$ cat config.mk
export PLATFORM = sky130hd
export DESIGN_NAME = mii_phy_flat
export DESIGN_NICKNAME = d
export VERILOG_FILES = /design/src/design/mii_pkg.sv /design/src/design/mii_if.sv /design/src/design/mii_phy.sv /design/src/flat_wrapper.sv
export VERILOG_INCLUDE_DIRS = /design/src /design/src/design
export SDC_FILE = /design/constraint.sdc
export NUM_CORES = 1
export LEC_CHECK = 0
export BUFFER_PORTS_ARGS = -buffer_cell sky130_fd_sc_hd__buf_2
export CAP_MARGIN = 0
export CORE_MARGIN = 2
export CORE_UTILIZATION = 30
export DETAILED_ROUTE_END_ITERATION = 12
export GPL_TIMING_DRIVEN = 1
export PLACE_DENSITY = 0.58
export RECOVER_POWER = 100
export SYNTH_ARGS = -nofsm -noshare
export SYNTH_HDL_FRONTEND = slang
export SYNTH_SLANG_ARGS = --single-unit
$ cat constraint.sdc
create_clock -name mclk -period 5.6 [get_ports mclk]
set_clock_uncertainty 0.1 [all_clocks]
set_input_delay 1.4 -clock mclk [delete_from_list [all_inputs] [get_ports mclk]]
set_output_delay 1.4 -clock mclk [all_outputs]
set_load 0.05 [all_outputs]
$ cat src/design/mii_map.svh
`ifndef MII_MAP_SVH
`define MII_MAP_SVH
`define MII_MCLK_HZ      40000000
`define MII_CLK10_HZ     2500000
`define MII_CLK100_HZ    25000000
`define MII_HALF10       (`MII_MCLK_HZ / (2 * `MII_CLK10_HZ))
`define MII_HALF100      (`MII_MCLK_HZ / (2 * `MII_CLK100_HZ))
`define MII_NIB_W        4
`define MII_RXW_ERR      4
`define MII_RXW_W        5
`define MII_FIFO_DEPTH   4
`define MII_SYP_ER       5
`define MII_SYP_EN       4
`define MII_SYM_RXCLK    9
`define MII_SYM_TXCLK    8
`define MII_SYM_COL      7
`define MII_SYM_CRS      6
`define MII_SYM_ER       5
`define MII_SYM_DV       4
`endif

$ cat src/design/mii_pkg.sv
`default_nettype none
package mii_pkg;
	typedef logic [3:0] mii_nib_t;
	typedef logic [7:0] mii_cnt_t;

	typedef struct packed {
		mii_cnt_t div;
		logic     tx_clk;
		logic     rx_clk;
		logic [5:0] sy1;
		logic [5:0] sy2;
		mii_nib_t tx_nib;
		logic     tx_en;
		logic     tx_err;
		logic     tx_strobe;
		mii_nib_t rxd;
		logic     rx_dv;
		logic     rx_er;
		logic     col;
		logic     crs;
	} mii_phy_st_t;

	typedef struct packed {
		logic [9:0] sy1;
		logic [9:0] sy2;
		logic     tx_prev;
		logic     rx_prev;
		mii_nib_t txd;
		logic     tx_en;
		logic     tx_er;
		logic     tx_take;
		mii_nib_t rx_nib;
		logic     rx_err;
		logic     rx_strobe;
		logic     crs;
		logic     col;
	} mii_mac_st_t;

	function automatic int unsigned mii_min1(input int unsigned v);
		return (v < 1) ? 1 : v;
	endfunction : mii_min1
endpackage : mii_pkg
`default_nettype wire

$ cat src/design/mii_if.sv
`default_nettype none
interface mii_if;
	logic [3:0] txd;
	logic       tx_en;
	logic       tx_er;
	logic       tx_clk;
	logic       rx_clk;
	logic [3:0] rxd;
	logic       rx_dv;
	logic       rx_er;
	logic       col;
	logic       crs;

	modport phy (input txd, tx_en, tx_er, output tx_clk, rx_clk, rxd, rx_dv, rx_er, col, crs);
	modport mac (output txd, tx_en, tx_er, input tx_clk, rx_clk, rxd, rx_dv, rx_er, col, crs);
endinterface : mii_if
`default_nettype wire

$ cat src/design/mii_phy.sv
// Behaviour
// - MAC changes transmit nibble only with TX_CLK
// - Nibble bit 0 is least significant
// - MAC asserts TX_EN exactly with valid data
// - PHY makes TX_CLK, 2.5 or 25 MHz; the default dividers give 2.5 or 20 MHz from the 40 MHz mclk
// - Receive nibble changes only with RX_CLK
// - RX_DV high while receive nibble valid
// - RX_ER reports receive error, RX_CLK synchronous
// - MAC signals transmit error on TX_ER
// - PHY makes RX_CLK, 25 or 2.5 MHz; the default dividers give 20 or 2.5 MHz from the 40 MHz mclk
// - COL high for whole collision, unclocked
// - COL held inactive in full duplex
// - Half duplex: CRS on transmit or receive
// - Full duplex: CRS on receive only
// - CRS rises freely, falls with RX_CLK
`include "mii_map.svh"
`default_nettype none

// Stream buffer for receive words; valid and ready on both sides
module mii_fifo #(
	parameter int unsigned W     = `MII_RXW_W,
	parameter int unsigned DEPTH = `MII_FIFO_DEPTH
) (
	input  wire logic         mclk,
	input  wire logic         rst_b,
	input  wire logic         in_valid,
	output logic              in_ready,
	input  wire logic [W-1:0] in_data,
	output logic              out_valid,
	input  wire logic         out_ready,
	output logic [W-1:0]      out_data
);
	localparam int unsigned AW = (DEPTH > 1) ? $clog2(DEPTH) : 1;

	typedef struct packed {
		logic [DEPTH-1:0][W-1:0] mem;
		logic [AW-1:0]           wp;
		logic [AW-1:0]           rp;
		logic [AW:0]             cnt;
		logic                    rdy;
	} mii_fifo_st_t;

	mii_fifo_st_t s;
	mii_fifo_st_t next_s;
	logic         push;
	logic         pop;

	function automatic logic [AW-1:0] mii_bump(input logic [AW-1:0] p);
		return (p == AW'(DEPTH - 1)) ? '0 : AW'(p + 1'b1);
	endfunction : mii_bump

	assign push      = in_valid & s.rdy;
	assign pop       = out_ready & (s.cnt != '0);
	assign in_ready  = s.rdy;
	assign out_valid = (s.cnt != '0);
	assign out_data  = s.mem[s.rp];

	always_comb begin
		next_s = s;
		if (push) begin
			next_s.mem[s.wp] = in_data;
			next_s.wp        = mii_bump(s.wp);
		end
		if (pop) begin
			next_s.rp = mii_bump(s.rp);
		end
		next_s.cnt = (AW + 1)'(s.cnt + push - pop);
		// Ready is registered so the source sees a flop, and drops only once the buffer holds DEPTH words
		next_s.rdy = (next_s.cnt != (AW + 1)'(DEPTH));
		if (!rst_b) begin
			next_s     = '0;
			next_s.rdy = 1'b1;
		end
	end

	always_ff @(posedge mclk) begin
		s <= next_s;
	end
endmodule : mii_fifo

// PHY end: sources both link clocks, samples transmit pins, plays out receive words
module mii_phy #(
	parameter int unsigned HALF_SLOW = mii_pkg::mii_min1(`MII_HALF10),
	parameter int unsigned HALF_FAST = mii_pkg::mii_min1(`MII_HALF100)
) (
	input  wire logic            mclk,
	input  wire logic            rst_b,
	mii_if.phy                   mii,
	input  wire logic            speed_fast,
	input  wire logic            full_duplex,
	input  wire logic            line_carrier,
	input  wire logic            line_collision,
	input  wire logic            rx_in_valid,
	output logic                 rx_in_ready,
	input  wire mii_pkg::mii_nib_t rx_in_data,
	input  wire logic            rx_in_err,
	output mii_pkg::mii_nib_t    tx_nib,
	output logic                 tx_en,
	output logic                 tx_err,
	output logic                 tx_strobe
);
	mii_pkg::mii_phy_st_t s;
	mii_pkg::mii_phy_st_t next_s;
	logic                 tick;
	logic                 rise;
	logic                 fall;
	logic                 f_valid;
	logic [4:0]           f_data;
	logic                 carrier_want;
	mii_pkg::mii_cnt_t    reload;
	mii_pkg::mii_nib_t    syn_txd;
	logic                 syn_en;
	logic                 syn_er;
	logic                 rx_carrier;
	logic                 tx_carrier;
	logic                 col_want;

	// Half period minus one, because the reload cycle itself counts
	function automatic mii_pkg::mii_cnt_t mii_half_load(input int unsigned half);
		return mii_pkg::mii_cnt_t'(half - 1);
	endfunction : mii_half_load

	// Both link clocks come from one divider so RX and TX edges stay phase locked
	// Speed changes land at the next reload, so no half period is cut short
	assign reload = speed_fast ? mii_half_load(HALF_FAST) : mii_half_load(HALF_SLOW);
	assign tick   = (s.div == '0);
	assign rise   = tick & ~s.tx_clk;
	assign fall   = tick & s.tx_clk;

	// Only the second synchroniser stage is read; the first may be metastable
	assign syn_txd = s.sy2[3:0];
	assign syn_en  = s.sy2[`MII_SYP_EN];
	assign syn_er  = s.sy2[`MII_SYP_ER];

	// Receive carrier counts in both modes, own transmission only in half duplex
	assign rx_carrier   = line_carrier | s.rx_dv;
	assign tx_carrier   = ~full_duplex & s.tx_en;
	assign carrier_want = rx_carrier | tx_carrier;
	assign col_want     = line_collision & ~full_duplex;

	mii_fifo #(
		.W     (`MII_RXW_W),
		.DEPTH (`MII_FIFO_DEPTH)
	) mii_fifo_inst (
		.mclk      (mclk),
		.rst_b     (rst_b),
		.in_valid  (rx_in_valid),
		.in_ready  (rx_in_ready),
		.in_data   ({rx_in_err, rx_in_data}),
		.out_valid (f_valid),
		.out_ready (fall),
		.out_data  (f_data)
	);

	always_comb begin
		next_s     = s;
		next_s.sy1 = {mii.tx_er, mii.tx_en, mii.txd};
		next_s.sy2 = s.sy1;
		next_s.tx_strobe = 1'b0;
		if (tick) begin
			next_s.div    = reload;
			next_s.tx_clk = ~s.tx_clk;
			next_s.rx_clk = ~s.rx_clk;
		end else begin
			next_s.div = mii_pkg::mii_cnt_t'(s.div - 1'b1);
		end
		// Sampled at the rising edge; the MAC moved its pins at the falling one
		if (rise) begin
			next_s.tx_nib    = syn_txd;
			next_s.tx_en     = syn_en;
			next_s.tx_err    = syn_er & syn_en;
			next_s.tx_strobe = syn_en;
		end
		// FIFO underrun mid frame drops RX_DV; the source must keep it fed
		if (fall) begin
			next_s.rxd   = f_valid ? f_data[3:0] : '0;
			next_s.rx_dv = f_valid;
			next_s.rx_er = f_valid & f_data[`MII_RXW_ERR];
		end
		if (carrier_want) begin
			next_s.crs = 1'b1;
		end else if (fall) begin
			next_s.crs = 1'b0;
		end
		// Collision is a plain flop; nothing aligns it to the link clock
		next_s.col = col_want;
		// Reset stops both link clocks low, so the first tick after release is a rise
		if (!rst_b) begin
			next_s = '0;
		end
	end

	always_ff @(posedge mclk) begin
		s <= next_s;
	end

	assign mii.tx_clk = s.tx_clk;
	assign mii.rx_clk = s.rx_clk;
	assign mii.rxd    = s.rxd;
	assign mii.rx_dv  = s.rx_dv;
	assign mii.rx_er  = s.rx_er;
	assign mii.col    = s.col;
	assign mii.crs    = s.crs;
	assign tx_nib     = s.tx_nib;
	assign tx_en      = s.tx_en;
	assign tx_err     = s.tx_err;
	assign tx_strobe  = s.tx_strobe;
endmodule : mii_phy
`default_nettype wire

$ cat src/flat_wrapper.sv
// flat-port wrapper written by rule: the top's interface ports become plain ports
module mii_phy_flat 
#(
	parameter int unsigned HALF_SLOW = mii_pkg::mii_min1(`MII_HALF10),
	parameter int unsigned HALF_FAST = mii_pkg::mii_min1(`MII_HALF100)
)
  (mclk, rst_b, speed_fast, full_duplex, line_carrier, line_collision, rx_in_valid, rx_in_ready, rx_in_data, rx_in_err, tx_nib, tx_en, tx_err, tx_strobe, mii_txd, mii_tx_en, mii_tx_er, mii_tx_clk, mii_rx_clk, mii_rxd, mii_rx_dv, mii_rx_er, mii_col, mii_crs);
  mii_if mii_i ();
  input  wire logic mclk;
  input  wire logic rst_b;
  input  wire logic speed_fast;
  input  wire logic full_duplex;
  input  wire logic line_carrier;
  input  wire logic line_collision;
  input  wire logic rx_in_valid;
  output logic rx_in_ready;
  input  wire mii_pkg::mii_nib_t rx_in_data;
  input  wire logic rx_in_err;
  output mii_pkg::mii_nib_t tx_nib;
  output logic tx_en;
  output logic tx_err;
  output logic tx_strobe;
  input wire logic [$bits(mii_i.txd)-1:0] mii_txd;
  input wire logic [$bits(mii_i.tx_en)-1:0] mii_tx_en;
  input wire logic [$bits(mii_i.tx_er)-1:0] mii_tx_er;
  output wire logic [$bits(mii_i.tx_clk)-1:0] mii_tx_clk;
  output wire logic [$bits(mii_i.rx_clk)-1:0] mii_rx_clk;
  output wire logic [$bits(mii_i.rxd)-1:0] mii_rxd;
  output wire logic [$bits(mii_i.rx_dv)-1:0] mii_rx_dv;
  output wire logic [$bits(mii_i.rx_er)-1:0] mii_rx_er;
  output wire logic [$bits(mii_i.col)-1:0] mii_col;
  output wire logic [$bits(mii_i.crs)-1:0] mii_crs;
  assign mii_i.txd = mii_txd;
  assign mii_i.tx_en = mii_tx_en;
  assign mii_i.tx_er = mii_tx_er;
  assign mii_tx_clk = mii_i.tx_clk;
  assign mii_rx_clk = mii_i.rx_clk;
  assign mii_rxd = mii_i.rxd;
  assign mii_rx_dv = mii_i.rx_dv;
  assign mii_rx_er = mii_i.rx_er;
  assign mii_col = mii_i.col;
  assign mii_crs = mii_i.crs;
  mii_phy #(.HALF_SLOW(HALF_SLOW), .HALF_FAST(HALF_FAST)) u_core (.mclk(mclk), .rst_b(rst_b), .mii(mii_i), .speed_fast(speed_fast), .full_duplex(full_duplex), .line_carrier(line_carrier), .line_collision(line_collision), .rx_in_valid(rx_in_valid), .rx_in_ready(rx_in_ready), .rx_in_data(rx_in_data), .rx_in_err(rx_in_err), .tx_nib(tx_nib), .tx_en(tx_en), .tx_err(tx_err), .tx_strobe(tx_strobe));
endmodule
# After elaboration in Yosys (flattened, before gate mapping)
# Index checks and enable logic that the tools add are counted.
classes:
  mux: 12
  magnitude_cmp: 3
  reduce_logical: 5
  n_addsub: 5
  bitwise_logic: 13
  n_eq_ne: 3
ops:
  columns: ["operator", "count"]
  rows:
  - ["$bwmux W20", 1]
  - ["$bmux W5 S2", 1]
  - ["$demux W5 S2", 1]
  - ["$mux W5", 2]
  - ["$and A1 B1 Y1", 8]
  - ["$logic_not A8 Y1", 1]
  - ["$mux W8", 1]
  - ["$sub A8 B1 Y8 const B", 1]
  - ["$lt A2 B3 Y1 const B", 2]
  - ["$add A2 B1 Y2 const B", 2]
  - ["$eq A2 B2 Y1 const B", 2]
  - ["$mux W2", 2]
  - ["$mux W4", 1]
  - ["$add A3 B1 Y3", 1]
  - ["$mux W3", 1]
  - ["$ne A3 B3 Y1 const B", 1]
  - ["$not A1 Y1", 3]
  - ["$reduce_bool A3 Y1", 1]
  - ["$sub A3 B1 Y3", 1]
  - ["$ge A2 B1 Y1 const B", 1]
  - ["$mux W1", 2]
  - ["$or A1 B1 Y1", 2]
  - ["$reduce_and A2 Y1", 1]
  - ["$reduce_bool A2 Y1", 1]
  - ["$logic_and A1 B1 Y1", 1]
totals:
  regBits: 65
  output_inout_bits: 18
  inputBits: 18
  elab_cells: 63

# Longest topological paths before layout
logic_depth:
  ltp_word: 5
  ltp_mapped: 12
  mapped_depth_nobuf: 12

# Cells and area by module
# A second synthesis with hierarchy kept.
unflattened:
  cells_unflattened: 265
  area_unflattened_um2: 2780.2
by_module_without_submodules:
  columns: ["module", "cells_per_inst", "n_inst", "area_per_inst_um2", "seq_area_each_um2"]
  rows:
  - ["mii_phy", 148, 1, 1450.1, 740.7]
  - ["mii_fifo", 117, 1, 1330.0, 560.5]

# Worst setup path after synthesis
# OpenSTA, ideal clock, no wires.
synth_path:
  path_kind: "input port to flip-flop"
  from: "input rx_in_valid"
  to: "register u_core.mii_fifo_inst.s, in the netlist u_core.mii_fifo_inst.in_ready"
  n_path_buf: 1
  t_required_ps: 5387
  arrival_time_ps: 3144
  slack_ps: 2242
  stages: 11
  path_cell_list: "and2_1 -> clkbuf_1 -> inv_1 -> ha_1 -> inv_1 -> ha_1 -> fa_1 -> xnor2_1 -> xnor2_1 -> and2_1 -> nand2_1"
synth_via:
  elab_chain_cells: 4
synth_rtl:
  columns: ["item", "line_no", "rtl"]
  rows:
  - ["start: declaration", "flat_wrapper.sv:15", "input wire logic rx_in_valid;"]
  - ["$and A1 B1 Y1", "mii_phy.sv:52", "assign push = in_valid & s.rdy;"]
  - ["$add A3 B1 Y3", "mii_phy.sv:67", "next_s.cnt = (AW + 1)'(s.cnt + push - pop);"]
  - ["$sub A3 B1 Y3", "mii_phy.sv:67", null]
  - ["$ne A3 B3 Y1", "mii_phy.sv:69", "next_s.rdy = (next_s.cnt != (AW + 1)'(DEPTH));"]
  - ["end signal: assignment", "mii_phy.sv:77", "s <= next_s;"]
  - ["end: declaration", "mii_phy.sv:43", "mii_fifo_st_t s;"]
# Every way passes these cells.
# A chain may end at the register's enable or synchronous reset.

# Worst setup path after layout
# Ends and elaborated chain as after synthesis.

==> summary.log <==
[clock_tree] clock tree root driver cell sky130_fd_sc_hd__clkbuf_8
[drt] routed vias 1,909
[synth] syn nets 305
[clock_tree] CTS Hold Bufs 0
[pwr] share of total power in combinational logic 25.4%
[critical_path] nature of the critical path endpoint flop
[critical_path] category of the worst setup path launch point primary input
[critical_path] required time worst endpoint 5730 ps
[drt] number of nets with antenna violations after routing 0
[pwr] VDD IR-drop max 111 uV
[drt] number of detailed-route iterations in the first pass 4
[die] standard cell core area 8720 um2
[layout] number of inserted filler cells in the final layout 889
[sta] count of final hold-check violations 0
[clock_tree] Clock H-tree levels 3
[pwr] P_int 0.857 mW
[grt] Global Route met3 Usage 2.77%
[sta] Final Critical Period 3910 ps
[synth] cell area after synthesis 2690 um2
[synth] Syn Area/Cell 9.72 um2
[grt] met1 GRT Util 14.8%
[run] Max-cap violations 1
[sta] Slew headroom -40.0%
[grt] met2 Track Usage GR 17.1%
[critical_path] Critical Setup Path Class primary input to flop
[die] number of top-level design ports 36
[drt] wire per inst 12.4 um
[die] number of rows created at floorplan 34
[sta] final setup violating endpoints 0
[die] width of the die 98.7 um
[sta] hold_ws 334 ps
[synth] #FFs+latches synth 65
[grt] overflow left after global routing 0
[clock_tree] TritonCTS Sinks 65
[grt] Global Route Usage Sum 11.4%
[status] outcome finished with violations
[clock_tree] clock-pin slew on the worst setup and hold paths 80 ps
[drt] vias per cell 4.59
[placed_design] number of I/O port buffers 35
[clock_tree] TritonCTS clock tree done
[critical_path] critical path fanouts, max 26
[synth] post-synthesis sequential area ratio 48.3%
[layout] fraction of layout cells with a size suffix above 1 14.0%
[grt] vias in the first global route 1,830
[clock_tree] number of buffers created by CTS 9
[synth] number of different library cells in the post-synthesis netlist 33
[clock_tree] count of cells resized by post-cts repair 0
[grt] global-route wire length before repair 8720 um
[clock_tree] CTS max path bufs 2
[pwr] net switching power 0.443 mW
[clock_tree] clock latency at the later pin of the worst-skew pair 340 ps
[grt] peak-usage layer in the global routing report met2
[synth] count of yosys warnings during synthesis 0
[critical_path] endpoint arrival time on the critical path 4050 ps
[layout] antenna cell count 0
[sta] final total negative setup slack 0 ps
[sta] unrepaired setup endpoints after global routing no
[clock_tree] total setup buffers inserted after CTS 0
[layout] P&R area growth vs syn 13.9%
[pwr] Power Dens Cells 424 nW/um2
[grt] number of antenna violations at the first check in global routing 0
[die] overall die height 98.7 um
[pwr] share of power burned in the clock network 31.1%
[worst_hold_path] worst hold-check path type flop to flop
[pwr] switching power share of the total 34.1%
[die] Die Area 9750 um2
[sta] Peak Freq 0.256 GHz
[die] Initial Utilization 30.9%
[placed_design] placed wire-length estimate 3580 um
[pwr] share of power burned in registers 43.4%
[sta] Worst Max-Slew Pin Slew 2100 ps
[drt] # DRC 0
[sta] pins over their slew limit 61
[sta] final clock period utilization by the worst path 69.9%
[grt] pin count of the biggest net entering global routing 61
[layout] Post-layout nets 331
[status] violated checks max-capacitance violations, max-slew violations
[pwr] leakage power summed over all cells 1.12 nW
[drt] Final Routed Wirelength 5170 um
[drt] initial drt markers 90
[synth] post-synthesis instance total 277
[placed_design] GPL Wtd Cong 0.787
==> stage by stage <==
step / power [mW] / instances / setup WS [ps] / util, % / area, um2
after floorplan: 0.846 / 277 / 2240 / - / 2690
after global placement: 0.903 / 400 / 1700 / 33.1 / 2890
after detailed placement: 0.912 / 400 / 1630 / 33.1 / 2890
after CTS: 1.32 / 416 / 2020 / 35.5 / 3090
after global routing: 1.39 / 416 / 1400 / 35.2 / 3070
final: 1.30 / 416 / 1690 / 35.2 / 3070
==> power groups by stage <==
stage / Combinational [mW] / Sequential (mW) / Clock, mW
5_1_grt: 0.374 / 0.574 / 0.441
3_3_place_gp: 0.330 / 0.573 / 0
3_5_place_dp: 0.337 / 0.575 / 0
4_1_cts: 0.338 / 0.564 / 0.419
6_report: 0.331 / 0.564 / 0.405
2_1_floorplan: 0.258 / 0.588 / 0
==> synth_stat cells, drive strengths merged <==
| master | n | share of area (%) |
|---|---|---|
| dfxtp | 65 | 48 |
| nand2 | 37 | 5.2 |
| a21boi | 26 | 7.2 |
| nand3 | 23 | 4.3 |
| and2 | 19 | 4.4 |
| nor2b | 12 | 2.8 |
| clkbuf | 11 | 1.9 |
| buf | 9 | 2.4 |
| ha | 9 | 4.2 |
| nor2 | 9 | 1.3 |
| inv | 8 | 1.1 |
| a21oi | 6 | 1.1 |
| xnor2 | 6 | 2.0 |
| a22oi | 5 | 1.4 |
| mux4 | 5 | 4.2 |
| o21ai | 5 | 0.93 |
| mux2i | 4 | 1.5 |
| nor3 | 4 | 1.3 |
| nor4 | 2 | 0.46 |
| o21a | 2 | 0.56 |
| o31ai | 2 | 0.56 |
| or4 | 2 | 0.74 |
| a2111oi | 1 | 0.33 |
| and2b | 1 | 0.33 |
| and3 | 1 | 0.23 |
| fa | 1 | 0.74 |
| nor3b | 1 | 0.28 |
| or3b | 1 | 0.33 |
==> flip-flops by register name, summed over array words and instances (netlist names) <==
| name | count |
|---|---|
| u_core.mii_fifo_inst.s | 27 |
| u_core.s | 20 |
| u_core.mii.rxd | 4 |
| u_core.tx_nib | 4 |
| u_core.mii.col | 1 |
| u_core.mii.crs | 1 |
| u_core.mii.rx_clk | 1 |
| u_core.mii.rx_dv | 1 |
| u_core.mii.rx_er | 1 |
| u_core.mii.tx_clk | 1 |
| u_core.mii_fifo_inst.in_ready | 1 |
| u_core.tx_en | 1 |
| u_core.tx_err | 1 |
| u_core.tx_strobe | 1 |
==> final timing paths <==
check	start	to	slack (ps)	depth (start not counted)
worst max-delay path	rx_in_valid	u_core.mii_fifo_inst.in_ready	1690	11
worst min-delay path	u_core.s[24]	u_core.s[18]	330	1
worst max register to register	u_core.mii_fifo_inst.in_ready	u_core.mii_fifo_inst.in_ready	2470	10
worst min register to register	u_core.s[24]	u_core.s[18]	330	1
==> layer usage <==
metal / vias to the layer above / part of all wire, %
li1: 988 / -
met4: 0 / 1.8
met1: 877 / 50
met2: 39 / 45
met3: 5 / 4.0
met5: - / 0
==> placed cells by master (no fill, tap or decap), drive strengths merged, types with 6 or more instances in the layout <==
cell	n
a21boi	26
ha	9
nand2	37
a21oi	6
nor2b	12
dfxtp	65
buf	16
xnor2	6
clkbuf	28
and2	19
nor2	9
nand3	23
inv	9
==> area by class of cell <==
cell class | instances | area (um2) | share of cell area, %
inverter | 8 | 30.0 | 0.979
clock buffer | 9 | 124 | 4.04
clock inverter | 7 | 80.1 | 2.61
sequential | 65 | 1300 | 42.4
tap | 108 | 135 | 4.40
timing repair buffer | 35 | 151 | 4.93
multi-input combinational | 184 | 1250 | 40.6
==> critical path, stage by stage <==
cell	delay [ps]
sky130_fd_sc_hd__buf_2	80
sky130_fd_sc_hd__and2_0	870
sky130_fd_sc_hd__inv_1	220
sky130_fd_sc_hd__ha_1	340
sky130_fd_sc_hd__inv_1	40
sky130_fd_sc_hd__ha_1	190
sky130_fd_sc_hd__fa_1	380
sky130_fd_sc_hd__xnor2_1	180
sky130_fd_sc_hd__xnor2_1	130
sky130_fd_sc_hd__and2_0	160
sky130_fd_sc_hd__nand2_1	60
==> logic make-up after synthesis <==
logic type / after synthesis / synth area share, %
AO/OA/AOI/OAI: 47 / 12.1
XOR/XNOR: 6 / 1.95
adder cells (fa/ha/maj): 10 / 4.93
buffers and inverters: 28 / 5.39
flip-flops: 65 / 48.3
multiplexers: 9 / 5.67
AND/OR/NAND/NOR: 112 / 21.6
(Power assumes the default switching activity.)
